`config.mk`:
```
export PLATFORM = sky130hd
export DESIGN_NAME = bism_irq_map
export DESIGN_NICKNAME = d
export VERILOG_FILES = /design/src/bism_pkg.sv /design/src/bism_irq_map.sv
export VERILOG_INCLUDE_DIRS = /design/src /design/src/src
export SDC_FILE = /design/constraint.sdc
export NUM_CORES = 1
export LEC_CHECK = 0
export BUFFER_PORTS_ARGS = -buffer_cell sky130_fd_sc_hd__clkbuf_2
export CAP_MARGIN = 20
export CORE_UTILIZATION = 50
export DETAILED_ROUTE_END_ITERATION = 8
export GPL_TIMING_DRIVEN = 1
export PLACE_DENSITY = 0.74
export SYNTH_ARGS = -nofsm -noshare
export SYNTH_HDL_FRONTEND = slang
export SYNTH_SLANG_ARGS = --single-unit
export TNS_END_PERCENT = 20
```
`constraint.sdc`:
```
create_clock -name pclk -period 2.1 [get_ports pclk]
set_clock_uncertainty 0.1 [all_clocks]
set_input_delay 0 -clock pclk [delete_from_list [all_inputs] [get_ports pclk]]
set_output_delay 0 -clock pclk [all_outputs]
set_load 0.005 [all_outputs]
```
`src/bism_defs.svh`:
```
// Register offsets, field positions and reset values of the interrupt status and routing block.
`ifndef BISM_DEFS_SVH
`define BISM_DEFS_SVH

`define BISM_OFF_INPUT_EN     12'h448
`define BISM_OFF_OUTPUT_EN    12'h44c
`define BISM_OFF_PENDING      12'h450
`define BISM_OFF_CLEAR        12'h454
`define BISM_OFF_ROUTE_ONE    12'h458
`define BISM_OFF_ROUTE_TWO    12'h45c
`define BISM_OFF_IRQ_ENABLE   12'h460

`define BISM_LATCH_MASK       32'h03ff3f00
`define BISM_LEVEL_MASK       32'h000000fe
`define BISM_SRC_MASK         32'h03ff3ffe
`define BISM_ROUTE_ONE_MASK   32'h000fffff
`define BISM_ROUTE_TWO_MASK   32'h0ffffffc
`define BISM_RESET_VALUE      32'h00000000

`define BISM_POS_XFER1        25
`define BISM_POS_XFER0        24
`define BISM_POS_MBOX0        16
`define BISM_POS_ACFAIL       8
`define BISM_POS_LEVEL1       1

`endif

```
`src/bism_pkg.sv`:
```
// Types shared by the interrupt status and routing block.
package bism_pkg;
   typedef logic [1:0] bism_route_t;
   typedef enum logic [3:0] {
      BISM_LINE_A = 4'h1,
      BISM_LINE_B = 4'h2,
      BISM_LINE_C = 4'h4,
      BISM_LINE_D = 4'h8
   } bism_line_t;
endpackage
```
`src/bism_irq_map.sv`:
```
// Interrupt pending, clear, enable and routing logic with an APB register port.
//
// The APB slave port was decided locally.
`timescale 1ns/1ps
`default_nettype none
`include "bism_defs.svh"

module bism_irq_map
   import bism_pkg::*;
(
   input  wire logic        pclk,
   input  wire logic        presetn,
   input  wire logic        soft_reset,
   input  wire logic        local_reset,
   input  wire logic        psel,
   input  wire logic        penable,
   input  wire logic        pwrite,
   input  wire logic [11:0] paddr,
   input  wire logic [31:0] pwdata,
   output logic      [31:0] prdata,
   output logic             pready,
   output logic             pslverr,
   input  wire logic [31:0] source_event,
   input  wire logic [7:1]  request_level_n,
   output logic             inta_n,
   output logic             intb_n,
   output logic             interrupt_clear_n,
   output logic             intd_n,
   output logic             irq
);

   logic [31:0] pending_reg;
   logic [31:0] input_en_reg;
   logic [31:0] output_en_reg;
   logic [31:0] route_one_reg;
   logic [31:0] route_two_reg;
   logic [31:0] irq_enable_reg;
   logic [7:1]  level_meta_reg;
   logic [7:1]  level_sync_reg;
   logic [3:0]  line_reg;
   logic [31:0] prdata_next;
   logic [31:0] clear_vec;
   logic [31:0] level_vec;
   logic [3:0]  line_next;
   logic        wr_en;
   logic        rd_en;
   logic        addr_ok;
   logic        local_rst;
   bism_route_t route_sel [31:0];

   // Route field of every source, named by what it serves.
   bism_route_t xfer_engine1_route;
   bism_route_t xfer_engine0_route;
   bism_route_t loc_monitor3_route;
   bism_route_t loc_monitor2_route;
   bism_route_t loc_monitor1_route;
   bism_route_t loc_monitor0_route;
   bism_route_t mailbox3_route;
   bism_route_t mailbox2_route;
   bism_route_t mailbox1_route;
   bism_route_t mailbox0_route;
   bism_route_t host_bus_error_route;
   bism_route_t backplane_error_route;
   bism_route_t request_edge_route;
   bism_route_t acknowledge_route;
   bism_route_t system_fail_route;
   bism_route_t ac_fail_route;
   bism_route_t request_level7_route;
   bism_route_t request_level6_route;
   bism_route_t request_level5_route;
   bism_route_t request_level4_route;
   bism_route_t request_level3_route;
   bism_route_t request_level2_route;
   bism_route_t request_level1_route;

   // Zero wait states: every access ends at its first access edge.
   assign local_rst = soft_reset | local_reset;
   assign wr_en     = psel & penable & pwrite;
   assign rd_en     = psel & ~penable & ~pwrite;
   assign pready    = 1'b1;
   assign pslverr   = psel & penable & ~addr_ok;

   // Unmapped offsets answer with an error, and writes to them are dropped.
   always_comb begin
      case (paddr)
         `BISM_OFF_INPUT_EN, `BISM_OFF_OUTPUT_EN, `BISM_OFF_PENDING, `BISM_OFF_CLEAR,
         `BISM_OFF_ROUTE_ONE, `BISM_OFF_ROUTE_TWO, `BISM_OFF_IRQ_ENABLE: addr_ok = 1'b1;
         default: addr_ok = 1'b0;
      endcase
   end

   // The request level pins come from the backplane, so they are synchronised first.
   // Only the second stage is read, so a metastable first stage never reaches logic.
   always_ff @(posedge pclk or negedge presetn) begin
      if (!presetn) begin
         level_meta_reg <= 7'h00;
         level_sync_reg <= 7'h00;
      end else begin
         level_meta_reg <= ~request_level_n;
         level_sync_reg <= level_meta_reg;
      end
   end

   // Level sources show the live line state while input-enabled.
   assign level_vec = {24'h000000, level_sync_reg, 1'b0} & input_en_reg & `BISM_LEVEL_MASK;

   // Only latched positions can be cleared; the level bits have no clear.
   assign clear_vec = (wr_en && paddr == `BISM_OFF_CLEAR) ? (pwdata & `BISM_LATCH_MASK)
                                                          : 32'h00000000;

   // Latched sources set on their event, a clear never beats a same-cycle set.
   always_ff @(posedge pclk or negedge presetn) begin
      if (!presetn) begin
         pending_reg <= `BISM_RESET_VALUE;
      end else if (local_rst) begin
         pending_reg <= `BISM_RESET_VALUE;
      end else begin
         pending_reg <= (((pending_reg & ~clear_vec) | source_event) & `BISM_LATCH_MASK)
                        | level_vec;
      end
   end

   // Every control register has a process of its own, and each one clears on any of the
   // three resets, so software always finds them zero after a reset.
   always_ff @(posedge pclk or negedge presetn) begin
      if (!presetn) begin
         input_en_reg <= `BISM_RESET_VALUE;
      end else if (local_rst) begin
         input_en_reg <= `BISM_RESET_VALUE;
      end else if (wr_en && paddr == `BISM_OFF_INPUT_EN) begin
         input_en_reg <= pwdata & `BISM_LEVEL_MASK;
      end
   end

   always_ff @(posedge pclk or negedge presetn) begin
      if (!presetn) begin
         output_en_reg <= `BISM_RESET_VALUE;
      end else if (local_rst) begin
         output_en_reg <= `BISM_RESET_VALUE;
      end else if (wr_en && paddr == `BISM_OFF_OUTPUT_EN) begin
         output_en_reg <= pwdata & `BISM_SRC_MASK;
      end
   end

   always_ff @(posedge pclk or negedge presetn) begin
      if (!presetn) begin
         route_one_reg <= `BISM_RESET_VALUE;
      end else if (local_rst) begin
         route_one_reg <= `BISM_RESET_VALUE;
      end else if (wr_en && paddr == `BISM_OFF_ROUTE_ONE) begin
         route_one_reg <= pwdata & `BISM_ROUTE_ONE_MASK;
      end
   end

   always_ff @(posedge pclk or negedge presetn) begin
      if (!presetn) begin
         route_two_reg <= `BISM_RESET_VALUE;
      end else if (local_rst) begin
         route_two_reg <= `BISM_RESET_VALUE;
      end else if (wr_en && paddr == `BISM_OFF_ROUTE_TWO) begin
         route_two_reg <= pwdata & `BISM_ROUTE_TWO_MASK;
      end
   end

   always_ff @(posedge pclk or negedge presetn) begin
      if (!presetn) begin
         irq_enable_reg <= `BISM_RESET_VALUE;
      end else if (local_rst) begin
         irq_enable_reg <= `BISM_RESET_VALUE;
      end else if (wr_en && paddr == `BISM_OFF_IRQ_ENABLE) begin
         irq_enable_reg <= pwdata & `BISM_SRC_MASK;
      end
   end

   // Route one fields for the engines, monitors and mailboxes.
   assign xfer_engine1_route    = route_one_reg[19:18];
   assign xfer_engine0_route    = route_one_reg[17:16];
   assign loc_monitor3_route    = route_one_reg[15:14];
   assign loc_monitor2_route    = route_one_reg[13:12];
   assign loc_monitor1_route    = route_one_reg[11:10];
   assign loc_monitor0_route    = route_one_reg[9:8];
   assign mailbox3_route        = route_one_reg[7:6];
   assign mailbox2_route        = route_one_reg[5:4];
   assign mailbox1_route        = route_one_reg[3:2];
   assign mailbox0_route        = route_one_reg[1:0];

   // Route two fields for the error, edge, acknowledge, fail and level sources.
   assign host_bus_error_route  = route_two_reg[27:26];
   assign backplane_error_route = route_two_reg[25:24];
   assign request_edge_route    = route_two_reg[23:22];
   assign acknowledge_route     = route_two_reg[21:20];
   assign system_fail_route     = route_two_reg[19:18];
   assign ac_fail_route         = route_two_reg[17:16];
   assign request_level7_route  = route_two_reg[15:14];
   assign request_level6_route  = route_two_reg[13:12];
   assign request_level5_route  = route_two_reg[11:10];
   assign request_level4_route  = route_two_reg[9:8];
   assign request_level3_route  = route_two_reg[7:6];
   assign request_level2_route  = route_two_reg[5:4];
   assign request_level1_route  = route_two_reg[3:2];

   // Gather each source's route field by its status position.
   always_comb begin
      // Positions without a source keep route zero; they are never pending.
      for (int i = 0; i < 32; i++) begin
         route_sel[i] = 2'b00;
      end
      route_sel[`BISM_POS_XFER1]      = xfer_engine1_route;
      route_sel[`BISM_POS_XFER0]      = xfer_engine0_route;
      route_sel[`BISM_POS_MBOX0 + 7]  = loc_monitor3_route;
      route_sel[`BISM_POS_MBOX0 + 6]  = loc_monitor2_route;
      route_sel[`BISM_POS_MBOX0 + 5]  = loc_monitor1_route;
      route_sel[`BISM_POS_MBOX0 + 4]  = loc_monitor0_route;
      route_sel[`BISM_POS_MBOX0 + 3]  = mailbox3_route;
      route_sel[`BISM_POS_MBOX0 + 2]  = mailbox2_route;
      route_sel[`BISM_POS_MBOX0 + 1]  = mailbox1_route;
      route_sel[`BISM_POS_MBOX0]      = mailbox0_route;
      route_sel[`BISM_POS_ACFAIL + 5] = host_bus_error_route;
      route_sel[`BISM_POS_ACFAIL + 4] = backplane_error_route;
      route_sel[`BISM_POS_ACFAIL + 3] = request_edge_route;
      route_sel[`BISM_POS_ACFAIL + 2] = acknowledge_route;
      route_sel[`BISM_POS_ACFAIL + 1] = system_fail_route;
      route_sel[`BISM_POS_ACFAIL]     = ac_fail_route;
      route_sel[`BISM_POS_LEVEL1 + 6] = request_level7_route;
      route_sel[`BISM_POS_LEVEL1 + 5] = request_level6_route;
      route_sel[`BISM_POS_LEVEL1 + 4] = request_level5_route;
      route_sel[`BISM_POS_LEVEL1 + 3] = request_level4_route;
      route_sel[`BISM_POS_LEVEL1 + 2] = request_level3_route;
      route_sel[`BISM_POS_LEVEL1 + 1] = request_level2_route;
      route_sel[`BISM_POS_LEVEL1]     = request_level1_route;
   end

   // Each enabled pending source drives the line its route field selects.
   always_comb begin
      line_next = 4'h0;
      for (int i = 0; i < 32; i++) begin
         if (pending_reg[i] && output_en_reg[i]) begin
            case (route_sel[i])
               2'b00:   line_next = line_next | BISM_LINE_A;
               2'b01:   line_next = line_next | BISM_LINE_B;
               2'b10:   line_next = line_next | BISM_LINE_C;
               default: line_next = line_next | BISM_LINE_D;
            endcase
         end
      end
   end

   // Registered so the pins never glitch; presetn releases them at once, the soft and local resets at the next clock edge.
   always_ff @(posedge pclk or negedge presetn) begin
      if (!presetn) begin
         line_reg <= 4'h0;
      end else if (local_rst) begin
         line_reg <= 4'h0;
      end else begin
         line_reg <= line_next;
      end
   end

   // Lines are active low.
   assign inta_n = ~line_reg[0];
   assign intb_n = ~line_reg[1];
   assign interrupt_clear_n = ~line_reg[2];
   assign intd_n = ~line_reg[3];
   // The single level interrupt is high while any enabled status bit is set.
   assign irq    = |(pending_reg & irq_enable_reg);

   // The clear register falls to the default branch, so it always reads zero.
   always_comb begin
      case (paddr)
         `BISM_OFF_INPUT_EN:   prdata_next = input_en_reg;
         `BISM_OFF_OUTPUT_EN:  prdata_next = output_en_reg;
         `BISM_OFF_PENDING:    prdata_next = pending_reg;
         `BISM_OFF_ROUTE_ONE:  prdata_next = route_one_reg;
         `BISM_OFF_ROUTE_TWO:  prdata_next = route_two_reg;
         `BISM_OFF_IRQ_ENABLE: prdata_next = irq_enable_reg;
         default:              prdata_next = 32'h00000000;
      endcase
   end

   // Loaded in the setup phase of a read, so prdata stands until the next read.
   always_ff @(posedge pclk or negedge presetn) begin
      if (!presetn) begin
         prdata <= 32'h00000000;
      end else if (rd_en) begin
         prdata <= prdata_next;
      end
   end

endmodule

`default_nettype wire

```
# After elaboration in Yosys (flattened, before gate mapping)
# Index checks and enable logic that the tools add are counted.
# totals
output_inout_bits,39
wordCells,221
reg_bits,236
# classes
reduce_logical,68
eq_ne,53
mux,70
bitwise_logic,20
# op_table
operator,n
2-to-1 mux 32 bit,10
case mux 4 bit (3 select lines),23
case mux 32 bit (6 select lines),1
2-to-1 mux 4 bit,24
== test 12 x 11 -> 1 bit (second input constant),7
2-to-1 mux 26 bit,2
== test 2 x 1 -> 1 bit (second input constant),23
== test 2 bit (second input constant),23
zero test 2 bit,23
AND 26 x 32 -> 32 bit,1
logical AND 1 bit,32
OR reduction 32 bit,1
AND 26 bit,1
NOT 26 bit,1
OR 26 bit,1
OR 26 x 8 -> 26 bit,1
2-to-1 mux 1 bit,10
nonzero test 2 bit,5
AND 8 bit,1
NOT 1 bit,7
NOT 7 bit,1
OR reduction 7 bit,1
logical AND 1 bit (first input constant),6
AND 1 bit,5
OR 1 bit,1

# Depth between registers and ports, before layout
# Gate-level depths: netlist (run 1).
# depth
ltp_word,57
depth_mapped,10
mapped_depth_nobuf,5

# Least setup slack after synthesis (run 1)
# Ideal clock, no wire load.
# synth_path
kind,input to register
from,input port paddr[3]
to,register route_two_reg[26]
cell_stages,10
slack_ns,0.524
t_arrival_ns,1.340
path_cell_list,buf_4 > and4b_1 > buf_2 > and3_1 > buf_4 > and2_1 > buf_4 > buf_4 > nand2_1 > a21oi_1
# synth_via
elab_chain_len,3
# synth_lines
element,line,text
start: declaration,bism_irq_map.sv:18,"input wire logic [11:0] paddr,"
== test 12 x 11 -> 1 bit,--,
logical AND 1 bit (no line),--,
nonzero test 2 bit (no line),--,
end signal: assignment,bism_irq_map.sv:157,route_two_reg <= `BISM_RESET_VALUE;
end signal: assignment,bism_irq_map.sv:159,route_two_reg <= `BISM_RESET_VALUE;
end signal: assignment,bism_irq_map.sv:161,route_two_reg <= pwdata & `BISM_ROUTE_TWO_MASK;
end: declaration,bism_irq_map.sv:36,logic [31:0] route_two_reg;
# Every way passes these cells.
# A chain may end at the register's enable or synchronous reset.

# Final worst setup path (run 1)
# layout_path
from,register pending_reg[2]
to,output port irq
# layout_via
elab_chain_len,2
# layout_lines
element,line,text
start: declaration,bism_irq_map.sv:32,logic [31:0] pending_reg;
start signal: assignment,bism_irq_map.sv:114,pending_reg <= `BISM_RESET_VALUE;
start signal: assignment,bism_irq_map.sv:116,pending_reg <= `BISM_RESET_VALUE;
start signal: assignment,bism_irq_map.sv:118,pending_reg <= (((pending_reg & ~clear_vec) | source_event) & `BISM_LATCH_MASK)
AND 26 x 32 -> 32 bit,bism_irq_map.sv:265,assign irq = |(pending_reg & irq_enable_reg);
OR reduction 32 bit,bism_irq_map.sv:265,
end: declaration,bism_irq_map.sv:29,output logic irq
# Every way passes these cells.

==> results of run 1 <==
metal layers:
layer / vias up / GRT usage [%] / share of wire, %
met1: 4303 / 58.0 / 41
met4: 0 / 13.9 / 3.7
met5: - / 0 / 0
met3: 110 / 9.84 / 11
met2: 618 / 62.1 / 44
li1: 3809 / - / -
logic make-up (layout without fill, tap and decap cells):
family	after synthesis	in the layout	share of synthesized area (%)
buffers and inverters	93	302	5.01
AND/OR/NAND/NOR	420	420	23.4
multiplexers	27	27	3.38
AO/OA/AOI/OAI	248	248	18.3
flip-flops	168	168	49.8
other	2	5	0.0890
Yosys cell counts, types with 3 or more instances:
library cell,instances
and2_1,5
nor4_1,5
and3_1,12
inv_1,33
nand3_1,28
nor2_1,61
buf_2,23
dfrtp_1,168
nand4_1,27
nor4b_4,3
buf_4,12
o21ai_1,10
a22o_1,8
o22ai_1,7
o2bb2ai_1,5
nand2_1,231
nand4b_1,6
nor3_1,22
a22oi_1,23
mux2i_1,15
a221oi_1,26
mux2_2,12
a21oi_1,107
o21ai_0,23
and4b_1,4
clkbuf_1,24
a31oi_1,22
through the flow:
step,setup slack (ns),cell area [um2],cells,hold slack [ns]
after floorplan,0.524,8450,961,-0.396
after global placement,0.250,9490,1287,-0.117
after detailed placement,0.216,9490,1287,-0.113
after CTS,0.0230,10800,1387,0.00475
after global routing,0.00812,10900,1390,0.0616
final,0.0117,10900,1390,0.0495
worst max-delay path by stage:
stage / start / endpoint / slack (ns) / cells past startpoint
after floorplan: paddr[3] / route_two_reg[26] / 0.52 / 10
after global placement: paddr[9] / route_one_reg[12] / 0.25 / 8
after detailed placement: paddr[9] / route_one_reg[0] / 0.22 / 8
after CTS: pending_reg[21] / irq / 0.02 / 6
after global routing: paddr[9] / pending_reg[13] / 0.008 / 8
final: pending_reg[2] / irq / 0.01 / 5
worst register-to-register path: cells and delay by family (launching register included):
kind | cells | cell delay [ns]
AO/OA/AOI/OAI | 3 | 0.79
buffers and inverters | 1 | 0.15
flip-flops | 1 | 0.44
AND/OR/NAND/NOR | 2 | 0.32
power by group through the flow:
stage / clock network [mW] / logic (mW) / registers, mW
4_1_cts: 3.55 / 0.533 / 3.33
6_report: 3.54 / 0.550 / 3.33
5_1_grt: 3.69 / 0.596 / 3.33
3_3_place_gp: 0 / 0.429 / 3.39
2_1_floorplan: 0 / 0.157 / 3.38
3_5_place_dp: 0 / 0.436 / 3.39
layout make-up:
| class | instances | share of cell area, % |
|---|---|---|
| multi-input combinational | 700 | 35.4 |
| tap | 220 | 2.53 |
| clock buffer | 19 | 4.17 |
| inverter | 33 | 1.14 |
| timing repair buffer | 237 | 16.2 |
| sequential | 168 | 38.7 |
| clock inverter | 13 | 1.88 |
what timing repair did:
item                       in CTS  in global routing
buffers inserted                0                  3
resized for setup               1                  4
setup endpoints to repair       1                 17
cloned                          0                  0
hold buffers                   68                  0
pin swaps                       0                  2
hold endpoints to repair      292                  0
==> results summary, run 1 <==
The power density over the cells is 682 nW/um2. The part of the total power dissipated in sequential elements is 44.9%. Setup repair after global routing left no endpoint under its margin.

The worst register-to-register path begins at pending_reg[23]. The largest net degree at the start of global routing is 54. The synthesis-stage register bit count is 168. The top cell types in the final layout, fill and taps aside, are nand2_1, dfrtp_1, a21oi_1, clkbuf_2, dlygate4sd3_1. The largest vdd supply drop came out at 546 uV. The worst-case register-to-register setup slack came out at 0.19 ns. The total of fill cells in the finished design came out at 1367. Along the worst path, the maximum fanout reaches 6. The number of buffers added by the clock tree synthesis step came out at 17. The cell depth of the worst hold path came out at 4.

At the worst endpoint, the required time is 2.00 ns. The average wire per cell in the routed design is 24.7 um. The share of flip-flops with an asynchronous set or reset came out at 100%.

In this run the count of I/O pins placed on the die edge is 129. The fraction of final layout cells sized beyond drive strength 1 came out at 19.7%. The number of slew-limit violations in the final report is 0.

The slew of the pin with the lowest slew margin is 0.801 ns. The flip-flop count of the largest register after layout came out at 28. The synthesis warning total came out at 0. Global routing used 41.1% of the available tracks across all layers. In this run the standard cell core region covers 16500 um2. In this run the most critical hold path is launched from soft_reset.

The total power is 7.41 mW. The total detailed-routing wirelength came out at 34.4 mm. The first-pass iteration count of the detailed router is 9. Walking the worst path, the cells encountered are a22oi_1 > nand3_1 > nor2_1 > nand4_1 > clkbuf_2. The run finished with clean final reports.

The root buffer cell chosen for the clock tree is clkbuf_16. The estimated wirelength of the detail-placed design is 23.9 mm. The worst register-to-register path ends at line_reg[0]. Synthesis produced 958 cells.

The number of synthesized flops with an enable pin came out at 0. The number of antenna-violating nets in the routed design came out at 0. Setup violations remaining at the end of the flow were counted as 0.

The final routed DRC violation total came out at 0. The type of the worst setup path is flip-flop to output pin. Sorting the synthesized cells by area gives the leading types as dfrtp_1, nand2_1, a21oi_1, nor2_1, a221oi_1. The library cell occupying the most area in the post-synthesis netlist is dfrtp_1.

The multi-input combinational cells in the finished layout cover a total of 3840 um2. The height of the chip is 132 um. The congestion estimate from routability-driven global placement came to 1.02. The cell family contributing the most delay on the critical path is simple AND/OR/NAND/NOR gates. The slowest stage of the critical path is the dfrtp_1 cell. The setup TNS after final layout is 0 ns. The cell area that synthesis handed to floorplanning was 8440 um2. The clock edge transition at the registers on the reported setup and hold paths is 0.07 ns. Summing over every cut layer, the via total after detailed routing is 8840. The most common library cell in the layout ignoring fill and taps is nand2_1. The per-instance average area after synthesis is 8.81 um2.

The number of buffer cells added on primary ports is 103. Counting cells, the worst reg-to-reg path comes to 6. The CTS sink count came out at 168.

The total of max-cap violations is 0. The violation count after the first detailed-routing iteration is 1181. Of the synthesized area, sequential elements account for 49.8%. Counting along the longest clock path gives a buffer depth of 2. The clock network burns 47.7% of the power.

The total global routing overflow came out at 0. The post-layout net count is 1247. Dividing the detail-routed via count by the number of cells gives 6.36. The worst hold endpoint is line_reg[0]. The number of inserted diodes is 0. The final count of hold timing violations came out at 0.

The global-route wire length before repair is 52.5 mm. In this run the worst hold path is classified as primary input to flip-flop. The area of the die is 17400 um2.

The area added between synthesis and finish came out at 28.8%. The kind of start point of the critical path is a flip-flop. Net switching is 24.2% of the power. For the worst-skew pair, the clock arrives at the later sink with an insertion delay of 0.44 ns. The total number of placement rows came out at 47. Cell internal power was estimated by the tool at 5.62 mW. The normalized max-slew margin is 45.9%. The final period utilization came out at 99.4%. The synthesized netlist contains 54 unique library cells. The achievable frequency is 479 MHz. The chip width came out at 132 um. The combinational cell fraction of total power came out at 7.4%. The number of global-route vias before repair is 8416.

The leakage power is 4.75 nW. The final core utilization came out at 65.8%. TritonCTS built the clock tree. For this configuration, the core starts out at a cell density of 51.1%.

For the worst setup path, the data arrival time is 1.99 ns. The area used by sequential logic in the layout came out at 4210 um2. The net switching power is 1.80 mW. For this run, the leading register cell type out of synthesis is dfrtp_1. After synthesis, the largest area contributor takes up 49.8% of total cell area. The count of H-tree levels built during CTS came out at 4. STA classifies the critical path endpoint as an output pin. The combined buffer and inverter count along the critical path is 1. The number of antenna violations at the first check in global routing was 0.

After layout, the minimum clock period comes to 2.09 ns. The largest single stage delay on the critical path is 0.48 ns.
Power figures use the tool's default switching activity.
==> run 2, diff against run 1 <==
==> constraint.sdc (replaced) <==
create_clock -name pclk -period 2.3 [get_ports pclk]
set_clock_uncertainty 0.1 [all_clocks]
set_input_delay 0 -clock pclk [delete_from_list [all_inputs] [get_ports pclk]]
set_output_delay 0 -clock pclk [all_outputs]
set_load 0.005 [all_outputs]
==> results summary, run 2 (synthesized netlist as in run 1, its figures left out) <==
The run finished with clean final reports. Of the total power, combinational logic draws 7.5%. The slew of the pin with the lowest slew margin came out at 0.757 ns.

The total number of placement rows is 47. The cell type of the slowest stage on the worst timing path is dfrtp_1. The detail route stage leaves a number of antenna-violating nets equal to 0. The final routed DRC violation total came out at 0.

The normalized max-slew margin is 49.4%. After the first detailed-routing iteration, the DRC count stood at 996. After routing, the total negative slack on setup checks comes to 0 ns. The finished layout holds 1364 standard cells, fillers aside.

Setup repair after global routing left no endpoint under its margin. The total non-filler cell area in the finished layout came out at 10600 um2. The count of H-tree levels built during CTS came out at 4. The library cell used most frequently in the layout, excluding fill and tap cells, is nand2_1. Clock-pin slew was measured on the worst setup and hold paths at 0.07 ns. The number of buffer cells added on primary ports is 103. TritonCTS built the clock tree.

The largest vdd supply drop came out at 473 uV. The average wire per cell in the routed design came out at 23.9 um. The share of total power in the clock network came out at 44.6%. The total global-route track usage came out at 39.2%. The class of the tightest hold or removal check is primary input to async pin.

The final critical path time including I/O delays and setup came out at 2.20 ns. The fraction of final layout cells sized beyond drive strength 1 came out at 17.4%. The part of the total power dissipated in sequential elements came out at 47.9%. The number of slew-limit violations in the final report is 0. The peak per-stage delay on the critical path came out at 0.46 ns. The worst hold slack is 0.0178 ns.

The number of placed I/O pins is 129. The number of failing setup endpoints in the final timing report is 0. The routed layout has 8616 vias.

The estimated wirelength of the detail-placed design came out at 22.8 mm. The number of antenna violations at the first check in global routing came out at 0. The leakage power came out at 4.57 nW. The clock passes through at most 2 buffers. Walking the worst path, the cells encountered are a22o_1 > a221oi_1 > nand3_1 > nor2_1 > nand4_1 > clkbuf_2. Once placement completed, the tool counted placed cells totaling 1264. The first global-routing pass estimated 50.4 mm of wire. The logic depth of the worst register-to-register path came out at 5.

The analysis attributes to net switching a power of 1.56 mW. The final count of hold timing violations is 0. The number of global-route vias before repair is 8175.

The placed instance area came out at 9280 um2. The first-pass iteration count of the detailed router is 6. The core box area is 16500 um2. Cell internal power was estimated by the tool at 4.80 mW.

Grouping stages by cell kind, the critical path spends the most delay in compound AO/OA/AOI/OAI gates. Buffers inserted during clock tree synthesis total 17. The starting density of the core came out at 51.1%. The number of buffers and inverters on the critical path is 1. The kind of start point of the critical path is a flip-flop. The library cells used most frequently in the layout, excluding fill and tap cells, are nand2_1, dfrtp_1, a21oi_1, clkbuf_2, dlygate4sd3_1. The latest clock arrival within the worst-skew pair is 0.43 ns.

The critical path data required time is 2.20 ns. The achievable frequency came out at 454 MHz. The total global routing overflow came out at 0. The final core utilization came out at 63.9%. The flip-flop count of the largest register after layout is 28.

The largest net degree at the start of global routing came out at 65. The post-layout net count is 1222. The maximum fanout count along the critical path is 5. The critical path in this run is classified as flip-flop to output pin. The reg-to-reg critical path startpoint is route_one_reg[7]. Power spread over the standard cell area amounts to 602 nW/um2.

The chip width came out at 132 um. The worst path uses 95.8% of the clock period. The number of inserted diodes is 0.

The tree is rooted in a clkbuf_16. The post-CTS setup-driven buffer insertion count is 0. The area of the die is 17400 um2. The placer congestion estimate came out at 1.02. The proportion of total power due to net switching came out at 24.6%. Across the run, the number of max-cap violations was 0. The area added between synthesis and finish is 25.1%. The worst-case register-to-register setup slack came out at 0.39 ns. The clock drives 168 sinks. The endpoint identified for the worst register-to-register timing path is line_reg[0]. The type of destination of the critical path is an output pin. The arrival time of the worst setup path came out at 2.10 ns. Wires add up to 32.6 mm. The height of the chip is 132 um. The detailed-route vias per instance came out at 6.32.
-- run 2: worst max path at each step --
stage	from	endpoint	slack, ns	cells after the start
after floorplan	paddr[3]	route_two_reg[26]	0.72	10
after global placement	paddr[3]	route_two_reg[14]	0.31	7
after detailed placement	paddr[3]	route_two_reg[23]	0.25	7
after CTS	pending_reg[23]	irq	0.12	6
after global routing	paddr[4]	pending_reg[12]	0.04	9
final	pending_reg[23]	irq	0.1	6
-- run 2: timing repair --
item                      4_1_cts  5_1_grt
resized for setup               0        0
hold buffers                   69        0
hold endpoints to repair      267        0
-- run 2: area by class of cell --
class / instances / area, um2
Inverter: 33 / 124
Tap cell: 220 / 275
Clock inverter: 11 / 115
Sequential cell: 168 / 4200
Clock buffer: 20 / 467
Timing Repair Buffer: 212 / 1540
Multi-Input combinational cell: 700 / 3830
Fill cell: 1423 / 5970
-- run 2: through the flow --
step           setup slack (ns)  total power [mW]
4_1_cts                   0.124              6.36
3_3_place_gp              0.308              3.47
6_report                 0.0959              6.36
2_1_floorplan             0.724              3.23
3_5_place_dp              0.255              3.48
5_1_grt                  0.0449              6.54
-- run 2: metal layers --
metal / global-route usage [%] / routed length (um) / vias to the layer above / part of all wire [%]
met4: 14.4 / 1160 / 0 / 3.6
met5: 0 / 0 / - / 0
met1: 55.5 / 13300 / 4140 / 41
li1: - / - / 3753 / -
met2: 59.0 / 14500 / 613 / 44
met3: 8.77 / 3660 / 110 / 11
-- run 2: power by group through the flow --
stage	Combinational (mW)	Clock (mW)	Sequential (mW)
after floorplan	0.144	0	3.09
after global placement	0.374	0	3.10
after detailed placement	0.379	0	3.10
after CTS	0.469	2.85	3.04
after global routing	0.520	2.98	3.05
final	0.478	2.83	3.05
